File: config.mk
export PLATFORM = sky130hd
export DESIGN_NAME = hbp_port
export DESIGN_NICKNAME = d
export VERILOG_FILES = /design/src/verilog/hbp_pkg.sv /design/src/verilog/hbp_lanes.sv /design/src/verilog/hbp_dma.sv /design/src/verilog/hbp_port.sv
export VERILOG_INCLUDE_DIRS = /design/src /design/src/verilog
export SDC_FILE = /design/constraint.sdc
export NUM_CORES = 1
export LEC_CHECK = 0
export BUFFER_PORTS_ARGS = -buffer_cell sky130_fd_sc_hd__clkbuf_2
export CAP_MARGIN = 0
export CORE_MARGIN = 2
export CORE_UTILIZATION = 25
export CTS_BUF_LIST = sky130_fd_sc_hd__clkbuf_2 sky130_fd_sc_hd__clkbuf_4 sky130_fd_sc_hd__clkbuf_8
export CTS_CLUSTER_DIAMETER = 100
export DETAILED_ROUTE_END_ITERATION = 16
export PLACE_DENSITY_LB_ADDON = 0.3
export SLEW_MARGIN = 25
export SYNTH_ARGS = -nofsm -noshare
export SYNTH_HDL_FRONTEND = slang
export SYNTH_SLANG_ARGS = --single-unit
File: constraint.sdc
create_clock -name i_mclk -period 4.47 [get_ports i_mclk]
set_input_delay 0.447 -clock i_mclk [delete_from_list [all_inputs] [get_ports i_mclk]]
set_output_delay 0.447 -clock i_mclk [all_outputs]
set_load 0.02 [all_outputs]
File: src/verilog/hbp_regs.svh
// Purpose: Timing counts and decode constants for the host bus port.
// Assumes: Device clock of 100 MHz.
// Notes: Definitions only.
`ifndef HBP_REGS_SVH
`define HBP_REGS_SVH
// Period of the device clock, in picoseconds.
`define HBP_CLK_PS 10000
// Shortest EISA strobe, in nanoseconds.
`define HBP_EISA_MIN_STROBE_NS 180
// Cycles that fit inside the shortest EISA strobe, rounded down.
`define HBP_EISA_MIN_CYC ((`HBP_EISA_MIN_STROBE_NS * 1000) / `HBP_CLK_PS)
// Default base of the 16-byte I/O window, address bits 15 to 4.
`define HBP_BASE_DEFAULT 12'h0030
// Default number of cycles that a data access needs before it completes.
`define HBP_ACCESS_CYC_DEFAULT 4'h2
`endif

File: src/verilog/hbp_pkg.sv
// Purpose: Types shared by the host bus port files.
// Assumes: Nothing beyond the constants header.
// Notes: Holds types only.
package hbp_pkg;
  // Bus flavour that the port is strapped for.
  typedef enum logic {HBP_ISA, HBP_EISA} hbp_mode_t;
  // Access sequencer states.
  typedef enum logic [1:0] {HBP_IDLE, HBP_WAIT, HBP_DONE} hbp_state_t;
endpackage

File: src/verilog/hbp_lanes.sv
// Purpose: Turns byte-lane enables into per-lane select bits.
// Assumes: Enables are active low.
// Notes: Combinational only.
`timescale 1ns/1ps
module hbp_lanes
(
  // Mode and enables.
  input wire logic i_eisa,
  input wire logic [3:0] i_be_n,
  // Selected lanes.
  output logic [3:0] o_lane
);
  // On ISA only the lower two lanes can be used; upper enables are tied high.
  assign o_lane = i_eisa ? ~i_be_n : {2'b00, ~i_be_n[1:0]};
endmodule // hbp_lanes

File: src/verilog/hbp_dma.sv
// Purpose: Type C slave DMA burst acceptor, one doubleword per bus clock.
// Assumes: Bus clock edges arrive as a one-cycle enable pulse.
// Notes: Wait states from EXRDY postpone the next transfer.
`timescale 1ns/1ps
module hbp_dma
(
  // Clock and reset.
  input wire logic i_mclk,
  input wire logic i_reset,
  // Burst control.
  input wire logic i_bclk_en,
  input wire logic i_dma_active,
  input wire logic i_exrdy,
  input wire logic [31:0] i_data,
  // Captured doubleword.
  output logic o_word_valid,
  output logic [31:0] o_word
);
  // A transfer happens on a bus clock tick when the memory side is ready.
  wire take = i_dma_active && i_bclk_en && i_exrdy;
  logic [31:0] word_reg;
  logic valid_reg;

  // Capture one aligned doubleword per accepted tick.
  always_ff @(posedge i_mclk or posedge i_reset)
  begin
    if (i_reset)
    begin
      word_reg <= 32'h0000_0000;
      valid_reg <= 1'b0;
    end
    else
    begin
      valid_reg <= take;
      if (take)
        word_reg <= i_data;
    end
  end

  assign o_word = word_reg;
  assign o_word_valid = valid_reg;

  // A wait state must hold back the capture.
  chk_dma_wait_holds: assert property (@(posedge i_mclk) disable iff (i_reset)
    (i_bclk_en && !i_exrdy) |=> !o_word_valid) else $error("DMA took a word during a wait state.");
  chk_dma_peak_rate: assert property (@(posedge i_mclk) disable iff (i_reset)
    (i_dma_active && i_bclk_en && i_exrdy) |=> (o_word_valid && o_word == $past(i_data)))
    else $error("DMA missed a ready bus clock.");
endmodule // hbp_dma

File: src/verilog/hbp_port.sv
// Purpose: ISA and EISA host bus attachment: decode, lanes, strobes, ready.
// Assumes: All pins synchronous to i_mclk; strobes last more than one cycle.
// Notes: Data pins are split into input, output and output enable.
// Behaviour
// - Decode only while I/O qualifier low.
// - Write data taken at strobe trailing edge.
// - Ready drops at strobe, returns when done.
// - ISA byte enables pick lower/upper lanes.
// - Unselected lanes float on reads, ignored writes.
// - Local select driven push-pull on decode match.
// - EISA address latched at address strobe rise.
// - Qualifier transparent while strobe low, held after.
// - EISA I/O accesses never insert waits.
// - DMA bursts one doubleword per bus clock.
// - DMA waits while EXRDY asks waits.
`timescale 1ns/1ps
`include "hbp_regs.svh"
module hbp_port
#(
  parameter logic [11:0] BASE = `HBP_BASE_DEFAULT,
  parameter logic [3:0] ACCESS_CYC = `HBP_ACCESS_CYC_DEFAULT
)
(
  // Clock and reset.
  input wire logic i_mclk,
  input wire logic i_reset,
  // Mode strap: high for EISA.
  input wire logic i_eisa_mode,
  // Address and qualification.
  input wire logic [15:1] i_addr,
  input wire logic i_io_space_qualifier_n,
  input wire logic i_address_strobe_n,
  input wire logic i_byte_lane0_enable_n,
  input wire logic i_byte_lane1_enable_n,
  input wire logic i_byte_lane2_enable_n,
  input wire logic i_byte_lane3_enable_n,
  // Strobes.
  input wire logic i_read_strobe_n,
  input wire logic i_write_strobe_n,
  // Data bus pins.
  input wire logic [31:0] i_data,
  output logic [31:0] o_data,
  output logic [3:0] o_data_oe,
  // Ready and local select.
  output logic o_async_ready,
  output logic o_local_device_select_n,
  // DMA burst side.
  input wire logic i_bclk_en,
  input wire logic i_dma_active,
  input wire logic i_exrdy,
  output logic o_dma_valid,
  output logic [31:0] o_dma_word,
  // Internal register side.
  input wire logic [31:0] i_rd_data,
  output logic o_wr_pulse,
  output logic [15:1] o_wr_addr,
  output logic [3:0] o_wr_lanes,
  output logic [31:0] o_wr_data
);
  //////////////////////////////////////////////////////////////////////////////
  // Address and qualifier latching.
  logic [15:1] addr_reg;
  logic qual_reg;
  logic [3:0] be_reg;
  logic ads_prev_reg;
  wire [3:0] be_pins = {i_byte_lane3_enable_n, i_byte_lane2_enable_n,
                        i_byte_lane1_enable_n, i_byte_lane0_enable_n};
  // Rising edge of the address strobe seen on this clock.
  wire ads_rise = i_eisa_mode && !ads_prev_reg && i_address_strobe_n;

  // Holding registers track while the strobe is low and freeze at its rise.
  always_ff @(posedge i_mclk or posedge i_reset)
  begin
    if (i_reset)
    begin
      addr_reg <= 15'h0000;
      qual_reg <= 1'b1;
      be_reg <= 4'hf;
      ads_prev_reg <= 1'b1;
    end
    else
    begin
      ads_prev_reg <= i_address_strobe_n;
      if (!i_address_strobe_n || ads_rise)
      begin
        addr_reg <= {i_addr[15:2], 1'b0};
        qual_reg <= i_io_space_qualifier_n;
        be_reg <= be_pins;
      end
    end
  end

  // EISA sees live values while the strobe is low; ISA sees the pins.
  wire eisa_live = !i_address_strobe_n;
  wire [15:1] addr_eff = !i_eisa_mode ? i_addr : (eisa_live ? {i_addr[15:2], 1'b0} : addr_reg);
  wire qual_eff_n = (!i_eisa_mode || eisa_live) ? i_io_space_qualifier_n : qual_reg;
  wire [3:0] be_eff = (!i_eisa_mode || eisa_live) ? be_pins : be_reg;

  //////////////////////////////////////////////////////////////////////////////
  // Decode and lane selection.
  // Match on bits 15 to 4 only with the qualifier low.
  wire hit = !qual_eff_n && (addr_eff[15:4] == BASE);
  wire [3:0] lanes;

  // Lane selection helper.
  hbp_lanes u_lanes
  (
    .i_eisa(i_eisa_mode),
    .i_be_n(be_eff),
    .o_lane(lanes)
  );

  // Push-pull select, never released.
  assign o_local_device_select_n = !hit;

  //////////////////////////////////////////////////////////////////////////////
  // Access sequencer for ready stretching.
  hbp_pkg::hbp_state_t state_reg, state_next;
  logic [3:0] cnt_reg;
  logic [3:0] cnt_next;
  logic rd_prev_reg;
  logic wr_prev_reg;
  wire rd_act = !i_read_strobe_n && hit && !i_dma_active;
  wire wr_act = !i_write_strobe_n && hit;
  wire strobe_fall = (rd_act && rd_prev_reg) || (wr_act && wr_prev_reg);
  // EISA never waits; ISA waits only when the access needs cycles.
  wire need_wait = !i_eisa_mode && (ACCESS_CYC != 4'h0);

  // Next-state logic; the sequencer returns to idle when the strobe ends.
  always_comb
  begin
    state_next = state_reg;
    cnt_next = cnt_reg;
    case (state_reg)
      hbp_pkg::HBP_IDLE:
      begin
        if (strobe_fall && need_wait)
        begin
          state_next = hbp_pkg::HBP_WAIT;
          cnt_next = ACCESS_CYC - 4'h1;
        end
      end
      hbp_pkg::HBP_WAIT:
      begin
        // Access condition met on the edge where the count runs out.
        if (cnt_reg == 4'h0)
          state_next = hbp_pkg::HBP_DONE;
        else
          cnt_next = cnt_reg - 4'h1;
      end
      hbp_pkg::HBP_DONE:
      begin
        if (!rd_act && !wr_act)
          state_next = hbp_pkg::HBP_IDLE;
      end
      default:
        state_next = hbp_pkg::HBP_IDLE;
    endcase
  end

  // Ready is low from the strobe edge until the sequencer is done.
  // Combinational so the drop follows the leading edge without a cycle of lag.
  assign o_async_ready = !((strobe_fall && need_wait) || state_reg == hbp_pkg::HBP_WAIT);

  // Sequencer and strobe history registers.
  always_ff @(posedge i_mclk or posedge i_reset)
  begin
    if (i_reset)
    begin
      state_reg <= hbp_pkg::HBP_IDLE;
      cnt_reg <= 4'h0;
      // Idle level of the strobes, so no false leading edge follows reset.
      rd_prev_reg <= 1'b1;
      wr_prev_reg <= 1'b1;
    end
    else
    begin
      state_reg <= state_next;
      cnt_reg <= cnt_next;
      rd_prev_reg <= i_read_strobe_n;
      wr_prev_reg <= i_write_strobe_n;
    end
  end

  //////////////////////////////////////////////////////////////////////////////
  // Write capture at the trailing edge of the write strobe.
  logic wr_seen_reg;
  logic [31:0] wdata_reg;
  logic [3:0] wlanes_reg;
  logic [15:1] waddr_reg;
  logic wpulse_reg;

  // Byte mask that opens the data bits of each selected lane.
  function automatic logic [31:0] lane_mask(input logic [3:0] sel);
    lane_mask = {{8{sel[3]}}, {8{sel[2]}}, {8{sel[1]}}, {8{sel[0]}}};
  endfunction

  // Trailing edge: strobe was low and now is high.
  wire wr_rise = wr_seen_reg && i_write_strobe_n;

  // Track data while the strobe is low so the trailing-edge value is kept.
  always_ff @(posedge i_mclk or posedge i_reset)
  begin
    if (i_reset)
    begin
      wr_seen_reg <= 1'b0;
      wdata_reg <= 32'h0000_0000;
      wlanes_reg <= 4'h0;
      waddr_reg <= 15'h0000;
      wpulse_reg <= 1'b0;
    end
    else
    begin
      wr_seen_reg <= wr_act;
      wpulse_reg <= wr_rise;
      if (wr_act)
      begin
        // Unselected lanes are masked so their contents never matter.
        wdata_reg <= i_data & lane_mask(lanes);
        wlanes_reg <= lanes;
        waddr_reg <= addr_eff;
      end
    end
  end

  assign o_wr_pulse = wpulse_reg;
  assign o_wr_data = wdata_reg;
  assign o_wr_lanes = wlanes_reg;
  assign o_wr_addr = waddr_reg;

  //////////////////////////////////////////////////////////////////////////////
  // Read drive: registered data, enables only on a qualified read.
  logic [31:0] rdata_reg;

  // Register read data each cycle so the pins come from flip-flops.
  always_ff @(posedge i_mclk or posedge i_reset)
  begin
    if (i_reset)
      rdata_reg <= 32'h0000_0000;
    else
      rdata_reg <= i_rd_data;
  end

  assign o_data = rdata_reg;
  // Release the bus the moment the strobe goes away.
  assign o_data_oe = rd_act ? lanes : 4'h0;

  //////////////////////////////////////////////////////////////////////////////
  // DMA burst path.
  hbp_dma u_dma
  (
    .i_mclk(i_mclk),
    .i_reset(i_reset),
    .i_bclk_en(i_bclk_en),
    .i_dma_active(i_dma_active),
    .i_exrdy(i_exrdy),
    .i_data(i_data),
    .o_word_valid(o_dma_valid),
    .o_word(o_dma_word)
  );

  //////////////////////////////////////////////////////////////////////////////
  // Checks.
  chk_qual_blocks_sel: assert property (@(posedge i_mclk) disable iff (i_reset)
    (!i_eisa_mode && i_io_space_qualifier_n) |-> o_local_device_select_n)
    else $error("Select asserted with qualifier high.");
  chk_qual_blocks_drive: assert property (@(posedge i_mclk) disable iff (i_reset)
    (!i_eisa_mode && i_io_space_qualifier_n) |-> (o_data_oe == 4'h0))
    else $error("Data driven with qualifier high.");
  chk_lane_low_only: assert property (@(posedge i_mclk) disable iff (i_reset)
    (!i_eisa_mode && rd_act && !i_byte_lane0_enable_n && i_byte_lane1_enable_n) |-> (o_data_oe == 4'h1))
    else $error("Wrong lanes for lower byte read.");
  chk_lane_high_only: assert property (@(posedge i_mclk) disable iff (i_reset)
    (!i_eisa_mode && rd_act && i_byte_lane0_enable_n && !i_byte_lane1_enable_n) |-> (o_data_oe == 4'h2))
    else $error("Wrong lanes for upper byte read.");
  chk_lane_both: assert property (@(posedge i_mclk) disable iff (i_reset)
    (!i_eisa_mode && rd_act && !i_byte_lane0_enable_n && !i_byte_lane1_enable_n) |-> (o_data_oe == 4'h3))
    else $error("Wrong lanes for word read.");
  chk_read_release: assert property (@(posedge i_mclk) disable iff (i_reset)
    i_read_strobe_n |-> (o_data_oe == 4'h0)) else $error("Lanes driven without read strobe.");
  chk_ready_drop_rise: assert property (@(posedge i_mclk) disable iff (i_reset)
    (state_reg == hbp_pkg::HBP_IDLE && strobe_fall && need_wait) |-> !o_async_ready ##1 !o_async_ready)
    else $error("Ready not held low during wait.");
  chk_ready_return: assert property (@(posedge i_mclk) disable iff (i_reset)
    (state_reg == hbp_pkg::HBP_IDLE && strobe_fall && need_wait) |-> ##[1:16] o_async_ready)
    else $error("Ready did not return.");
  chk_eisa_no_wait: assert property (@(posedge i_mclk) disable iff (i_reset)
    i_eisa_mode |-> o_async_ready) else $error("EISA access stretched.");
  chk_write_trailing: assert property (@(posedge i_mclk) disable iff (i_reset)
    ($rose(i_write_strobe_n) && wr_seen_reg) |=> (o_wr_pulse && o_wr_data == $past(wdata_reg)))
    else $error("Write not captured at trailing edge.");
  chk_write_lane_mask: assert property (@(posedge i_mclk) disable iff (i_reset)
    o_wr_pulse |-> ((o_wr_data & ~lane_mask(o_wr_lanes)) == 32'h0000_0000))
    else $error("Unselected write lane kept data.");
  chk_eisa_addr_hold: assert property (@(posedge i_mclk) disable iff (i_reset)
    (i_eisa_mode && ads_rise) |=> (addr_reg[15:2] == $past(i_addr[15:2])))
    else $error("Address not held at strobe rise.");
  chk_sel_on_match: assert property (@(posedge i_mclk) disable iff (i_reset)
    (!i_eisa_mode && !i_io_space_qualifier_n && i_addr[15:4] == BASE) |-> !o_local_device_select_n)
    else $error("Select missing on decode match.");
endmodule // hbp_port

==> results of run 1 <==
## cell type report
class,count,area (um^2)
Timing Repair Buffer,222,1130
Sequential cell,146,3660
Multi-Input combinational cell,192,1640
Clock inverter,12,108
Fill cell,2228,14400
Inverter,40,155
Tap cell,280,350
Clock buffer,20,269
## power by group
group	switching (mW)	total (mW)	internal [mW]
Combinational	0.221	0.374	0.153
Sequential	0.0397	1.45	1.42
Clock	0.528	1.00	0.475
Total	0.789	2.83	2.04
## per-layer routing
metal / vias to the layer above / GRT usage, % / part of all wire (%)
li1: 1761 / - / -
met4: 0 / 5.16 / 1.8
met1: 1808 / 15.2 / 44
met3: 15 / 3.70 / 5.4
met5: - / 0 / 0
met2: 107 / 20.1 / 49
## kinds of logic (layout without fill, tap and decap cells)
kind of cell	Yosys count	count (layout)	share of synthesized area [%]
and+or+nand+nor	79	79	7.96
DFF	146	146	66.4
muxes	95	95	18.6
AOI/OAI and AO/OA	17	17	2.43
buffers and inverters	53	294	4.40
adders and majority gates	1	1	0.227
## layout by cell type (no fill, tap or decap), types with 2 or more instances in the layout
cell type / instances
nor2_1: 6
nor2b_1: 15
nor4_1: 2
buf_4: 7
and2_1: 2
inv_6: 3
clkbuf_8: 19
and3b_1: 4
nand2_1: 34
or2_2: 3
mux2_1: 6
mux2i_1: 35
clkinvlp_4: 6
clkinv_2: 3
mux2_2: 54
nand3_1: 3
a211oi_2: 2
inv_1: 39
clkbuf_2: 215
a21oi_1: 2
dfstp_2: 8
dfrtp_1: 138
and4_1: 2
## stage by stage
stage / hold slack [ps] / instance area, um^2 / cells
floorplan: 434 / 5520 / 391
global placement: 455 / 6930 / 880
detailed placement: 460 / 6930 / 880
CTS: 49.3 / 7310 / 912
global route: 46.2 / 7320 / 912
finish: 98.9 / 7320 / 912
## worst paths after layout
kind | end | startpoint | slack (ps) | cells past startpoint
setup / recovery | o_data_oe[0] | addr_reg[4]$_DFFE_PP0P_ | 1520 | 5
hold / removal | o_data[17]$_DFF_PP0_ | i_rd_data[17] | 100 | 1
setup reg to reg | o_wr_data[20]$_DFFE_PP0P_ | addr_reg[4]$_DFFE_PP0P_ | 1790 | 5
hold reg to reg | o_wr_addr[9]$_DFFE_PP0P_ | o_wr_addr[9]$_DFFE_PP0P_ | 470 | 1
max in group asynchronous | u_dma.o_word[15]$_DFFE_PP0P_ | i_reset | 3380 | 3
min in group asynchronous | o_data[2]$_DFF_PP0_ | i_reset | 110 | 2
## critical path, cell delays in order, from the launching register on
cell,delay [ps]
dfrtp_1,390
or4_1,540
nor4b_2,370
o22ai_1,310
and3b_1,290
clkbuf_2,170
==> flow_metrics.tcl, run 1 <==
set metrics [dict create \
    grt_usage_pct 12.3 \
    min_period_ps 2950 \
    critPathKind "reg2out" \
    syn_area_um2 5520 \
    run_status "complete, no violations" \
    setup_tns_ps 0 \
    yosys-top-cells-count "138 x dfrtp_1, 54 x mux2_2, 40 x inv_1" \
    syn-num-nets 485 \
    grt_start_max_net_pins 82 \
    syn-instance-count 391 \
    ant_nets 0 \
    synth_edf_count 0 \
    cp_data_arrival_time_ps 2510 \
    io_buffers 215 \
    wl_per_cell_um 14.9 \
    hold_class "in2reg" \
    syn_area_per_cell_um2 14.1 \
    initial_utilization_pct 25.4 \
    synth-main-ff-cell "dfrtp_1" \
    finClkSkew_ps 10.8 \
    ir_worst_vdd_mv 0.146 \
    drv_cap 0 \
    wl_mm 13.6 \
    leakage_nw 3.73 \
    coreArea_um2 21800 \
    clk_latency_ps 450 \
    critPathCaptureType "output port" \
    powerDensity_nw_per_um2 387 \
    antenna_found_initial 0 \
    yosysMostFrequentCell "dfrtp_1" \
    pin_count 216 \
    fin_crit_sh_pct 66.1 \
    dp_hpwl_mm 9.74 \
    grt_overflow_total 0 \
    die_area_um2 23300 \
    required_ps 4020 \
    clk_pin_slew_ps 90 \
    cts_buffers 17 \
    synth.top_cell.area_share_pct 62.6 \
    syn_to_final_growth_pct 32.6 \
    max_slew_margin_pct 37.5 \
    vias_per_cell 4.05 \
    ctsLongestPathBuffers 2 \
    place_congestion 0.712 \
    yosys.area.top_type "dfrtp_1" \
    fmax_mhz 339 \
    grt_pass1_wl_mm 22.4 \
    seq_area_frac_synth_pct 66.4 \
    cts_hold_buf 0 \
    via_count 3691 \
    finalNetCount 713 \
    final_util_pct 33.6 \
    ys_warn_count 0 \
    drive_above_1_share_pct 51.9 \
    worst_pin_slew_ps 935 \
    die_w_um 153 \
    worst_setup_path_start_kind "register" \
    hold_viol 0 \
    drc_errors 0 \
    rows 54 \
    finalPower_mw 2.83 \
    clockRootBuffer "clkbuf_8" \
    drtIter0Drc 111 \
    slew_violations 0 \
    worstPathMaxFanout 6 \
    yosys-top-cells-area "dfrtp_1 63%, mux2_2 11%, mux2i_1 6.3%" \
    postCtsSetupBuffers 0 \
    grt_pass1_vias 4011 \
    pre_cts_ws_ps 1610 \
    ys_types 41 \
    htree_levels 4 \
    async_flop_share_pct 100 \
    antenna_cells 0 \
    cts.repair.resized 0 \
    rsz0062_at_grt "false" \
    cts.sinks 146 \
    die_h_um 153 \
    setup_viol 0 \
    postLayoutSetupSlackWorst_ps 1520 \
    ys_ff_latch 146 \
    cts_tree "yes" \
    dr.pass1.iters 4 \
]
Note: power is estimated with default switching activity, not from simulation.
==> inputs of run 2 (changes only) <==
--- a/config.mk
+++ b/config.mk
@@ -6,6 +6,7 @@
 export SDC_FILE = /design/constraint.sdc
 export NUM_CORES = 1
 export LEC_CHECK = 0
+export ABC_AREA = 1
 export BUFFER_PORTS_ARGS = -buffer_cell sky130_fd_sc_hd__clkbuf_2
 export CAP_MARGIN = 0
 export CORE_MARGIN = 2
==> constraint.sdc (replaced) <==
create_clock -name i_mclk -period 2.7 [get_ports i_mclk]
set_input_delay 0.27 -clock i_mclk [delete_from_list [all_inputs] [get_ports i_mclk]]
set_output_delay 0.27 -clock i_mclk [all_outputs]
set_load 0.02 [all_outputs]
==> flow_metrics.tcl, run 2 <==
set metrics [dict create \
    reg2reg_from "addr_reg[14]$_DFFE_PP0P_" \
    cts.sinks 146 \
    clk_pin_slew_ps 100 \
    final_common_cell "clkbuf_2" \
    powerDensity_nw_per_um2 614 \
    pin_count 216 \
    critPathKind "reg2out" \
    fmax_mhz 429 \
    run_status "complete, no violations" \
    slew_violations 0 \
    drc_errors 0 \
    cp.depth 8 \
    cp_data_arrival_time_ps 2060 \
    grt_usage_pct 13.5 \
    dp_hpwl_mm 10.8 \
    rows 54 \
    nFillCells 2284 \
    critPathCaptureType "output port" \
    yosys-top-cells-count "138 x dfrtp_1, 128 x nand2_1, 71 x inv_1" \
    syn_area_per_cell_um2 10.4 \
    ctsLongestPathBuffers 2 \
    setup_tns_ps 0 \
    cp_top_family "simple AND/OR/NAND/NOR gates" \
    finalHoldWorstSlack_ps 69.4 \
    vias_per_cell 4.10 \
    drv_cap 0 \
    die_area_um2 23600 \
    drive_above_1_share_pct 39.2 \
    synth_edf_count 0 \
    grt_pass1_vias 4589 \
    wl_mm 15.4 \
    leakage_nw 4.21 \
    drtIter0Drc 230 \
    yosysMostFrequentCell "dfrtp_1" \
    postLayoutSetupSlackWorst_ps 370 \
    final_cell_mix "215 x clkbuf_2, 138 x dfrtp_1, 128 x nand2_1" \
    dr.pass1.iters 4 \
    rrSetupSlack_ps 930 \
    worstPathMaxFanout 4 \
    clk_latency_ps 440 \
    coreArea_um2 21900 \
    async_flop_share_pct 100 \
    required_ps 2430 \
    ir_worst_vdd_mv 0.371 \
    io_buffers 215 \
    postCtsSetupBuffers 0 \
    via_count 4472 \
    yosys-top-cells-area "dfrtp_1 62%, nand2_1 8.6%, inv_1 4.8%" \
    worst_pin_slew_ps 602 \
    synth.top_cell.area_share_pct 61.7 \
    syn_area_um2 5600 \
    ys_ff_latch 146 \
    seq_area_frac_synth_pct 65.4 \
    clockRootBuffer "clkbuf_8" \
    grt_overflow_total 0 \
    crit_path_start "addr_reg[5]$_DFFE_PP0P_" \
    worst_setup_path_start_kind "register" \
    hold_viol 0 \
    ff2ff_path_depth 9 \
    cts_tree "yes" \
    rr_endpoint "o_wr_data[30]$_DFFE_PP0P_" \
    die_h_um 154 \
    critPathMaxStageDelay_ps 370 \
    htree_levels 4 \
    worstPathCellList "inv_1 -> o21ai_1 -> a21oi_1 -> nand4_1 -> nor3_1 -> nand3_1 -> nor2_1 -> clkbuf_2" \
    finClkSkew_ps 19.5 \
    max_slew_margin_pct 59.9 \
    cts_buffers 17 \
    pre_cts_ws_ps 516 \
    wl_per_cell_um 14.2 \
    finalNetCount 890 \
    finalPower_mw 4.77 \
    syn-instance-count 536 \
    endpoint "o_data_oe[0]" \
    ys_warn_count 0 \
    ant_nets 0 \
    cp_num_buf_inv 2 \
    crit_slowest_cell "dfrtp_1" \
    place_congestion 0.766 \
    ys_types 30 \
    syn-num-nets 630 \
    synth-main-ff-cell "dfrtp_1" \
    antenna_found_initial 1 \
    setup_viol 0 \
    grt_pass1_wl_mm 25.2 \
    rsz0062_at_grt "false" \
    min_period_ps 2330 \
    syn_to_final_growth_pct 38.7 \
    yosys.area.top_type "dfrtp_1" \
    fin_crit_sh_pct 86.3 \
    initial_utilization_pct 25.6 \
    grt_start_max_net_pins 66 \
    hold_class "in2reg" \
    die_w_um 154 \
]
-- run 2: kinds of logic (layout without fill, tap and decap cells) --
kind of cell             Yosys count  in the layout  synth area share [%]
AND/OR/NAND/NOR                  202            202                  15.4
adder cells (fa/ha/maj)            1              1                 0.223
AO/OA/AOI/OAI                     81             81                  9.03
XOR/XNOR                           1              1                 0.156
buffers and inverters             93            366                  7.31
multiplexers                      12             12                  2.41
other                              0              1                     0
flip-flops                       146            146                  65.4
-- run 2: worst min-delay path by stage --
stage / start / end / slack (ps) / depth (start not counted)
after global routing: i_data[15] / o_wr_data[15]$_DFFE_PP0P_ / 30 / 3
final: i_data[15] / o_wr_data[15]$_DFFE_PP0P_ / 70 / 3
after global placement: i_reset / o_wr_data[27]$_DFFE_PP0P_ / 280 / 2
after CTS: i_addr[4] / addr_reg[4]$_DFFE_PP0P_ / 20 / 3
after detailed placement: i_reset / o_data[23]$_DFF_PP0_ / 290 / 2
after floorplan: i_address_strobe_n / ads_prev_reg$_DFF_PP1_ / 270 / 0
-- run 2: what timing repair did --
action / in CTS / in global routing
gates resized for setup: 0 / 0
hold endpoints to repair: 50 / 0
hold buffers: 37 / 0
-- run 2: final cells by class --
| cell class | instances | area [um^2] | area share (%) |
|---|---|---|---|
| inverter | 72 | 274 | 3.53 |
| multi-input combinational | 297 | 1530 | 19.7 |
| clock buffer | 17 | 234 | 3.01 |
| tap | 280 | 350 | 4.51 |
| sequential | 146 | 3660 | 47.2 |
| antenna | 1 | 2.50 | 0.0322 |
| clock inverter | 15 | 164 | 2.11 |
| timing repair buffer | 262 | 1550 | 19.9 |
-- run 2: layer usage --
| layer | global-route usage [%] | share of wire [%] | vias up |
|---|---|---|---|
| li1 | - | - | 2197 |
| met1 | 17.9 | 46 | 2106 |
| met2 | 21.6 | 47 | 149 |
| met3 | 3.21 | 5.1 | 20 |
| met4 | 4.98 | 2.1 | 0 |
| met5 | 0 | 0 | - |
-- run 2: power breakdown --
group	leakage (nW)	internal [mW]	switching, mW
registers	1.80	2.33	0.0636
clock network	0.193	0.772	0.976
logic	2.22	0.240	0.390
-- run 2: worst register-to-register path, cell delays in order (launching register included) --
cell	delay, ps
dfrtp_1	390
nand3_1	90
nand2_1	80
nor2_1	100
nand3_1	120
nor2_4	170
nand2_2	70
inv_2	150
nand2_1	260
o21ai_0	240
-- run 2: through the flow --
step	cells	utilization [%]	instance area (um^2)
after global placement	1020	32.0	7000
after CTS	1089	35.5	7760
after global routing	1090	35.5	7770
after detailed placement	1020	32.0	7000
final	1090	35.5	7770
after floorplan	536	-	5600
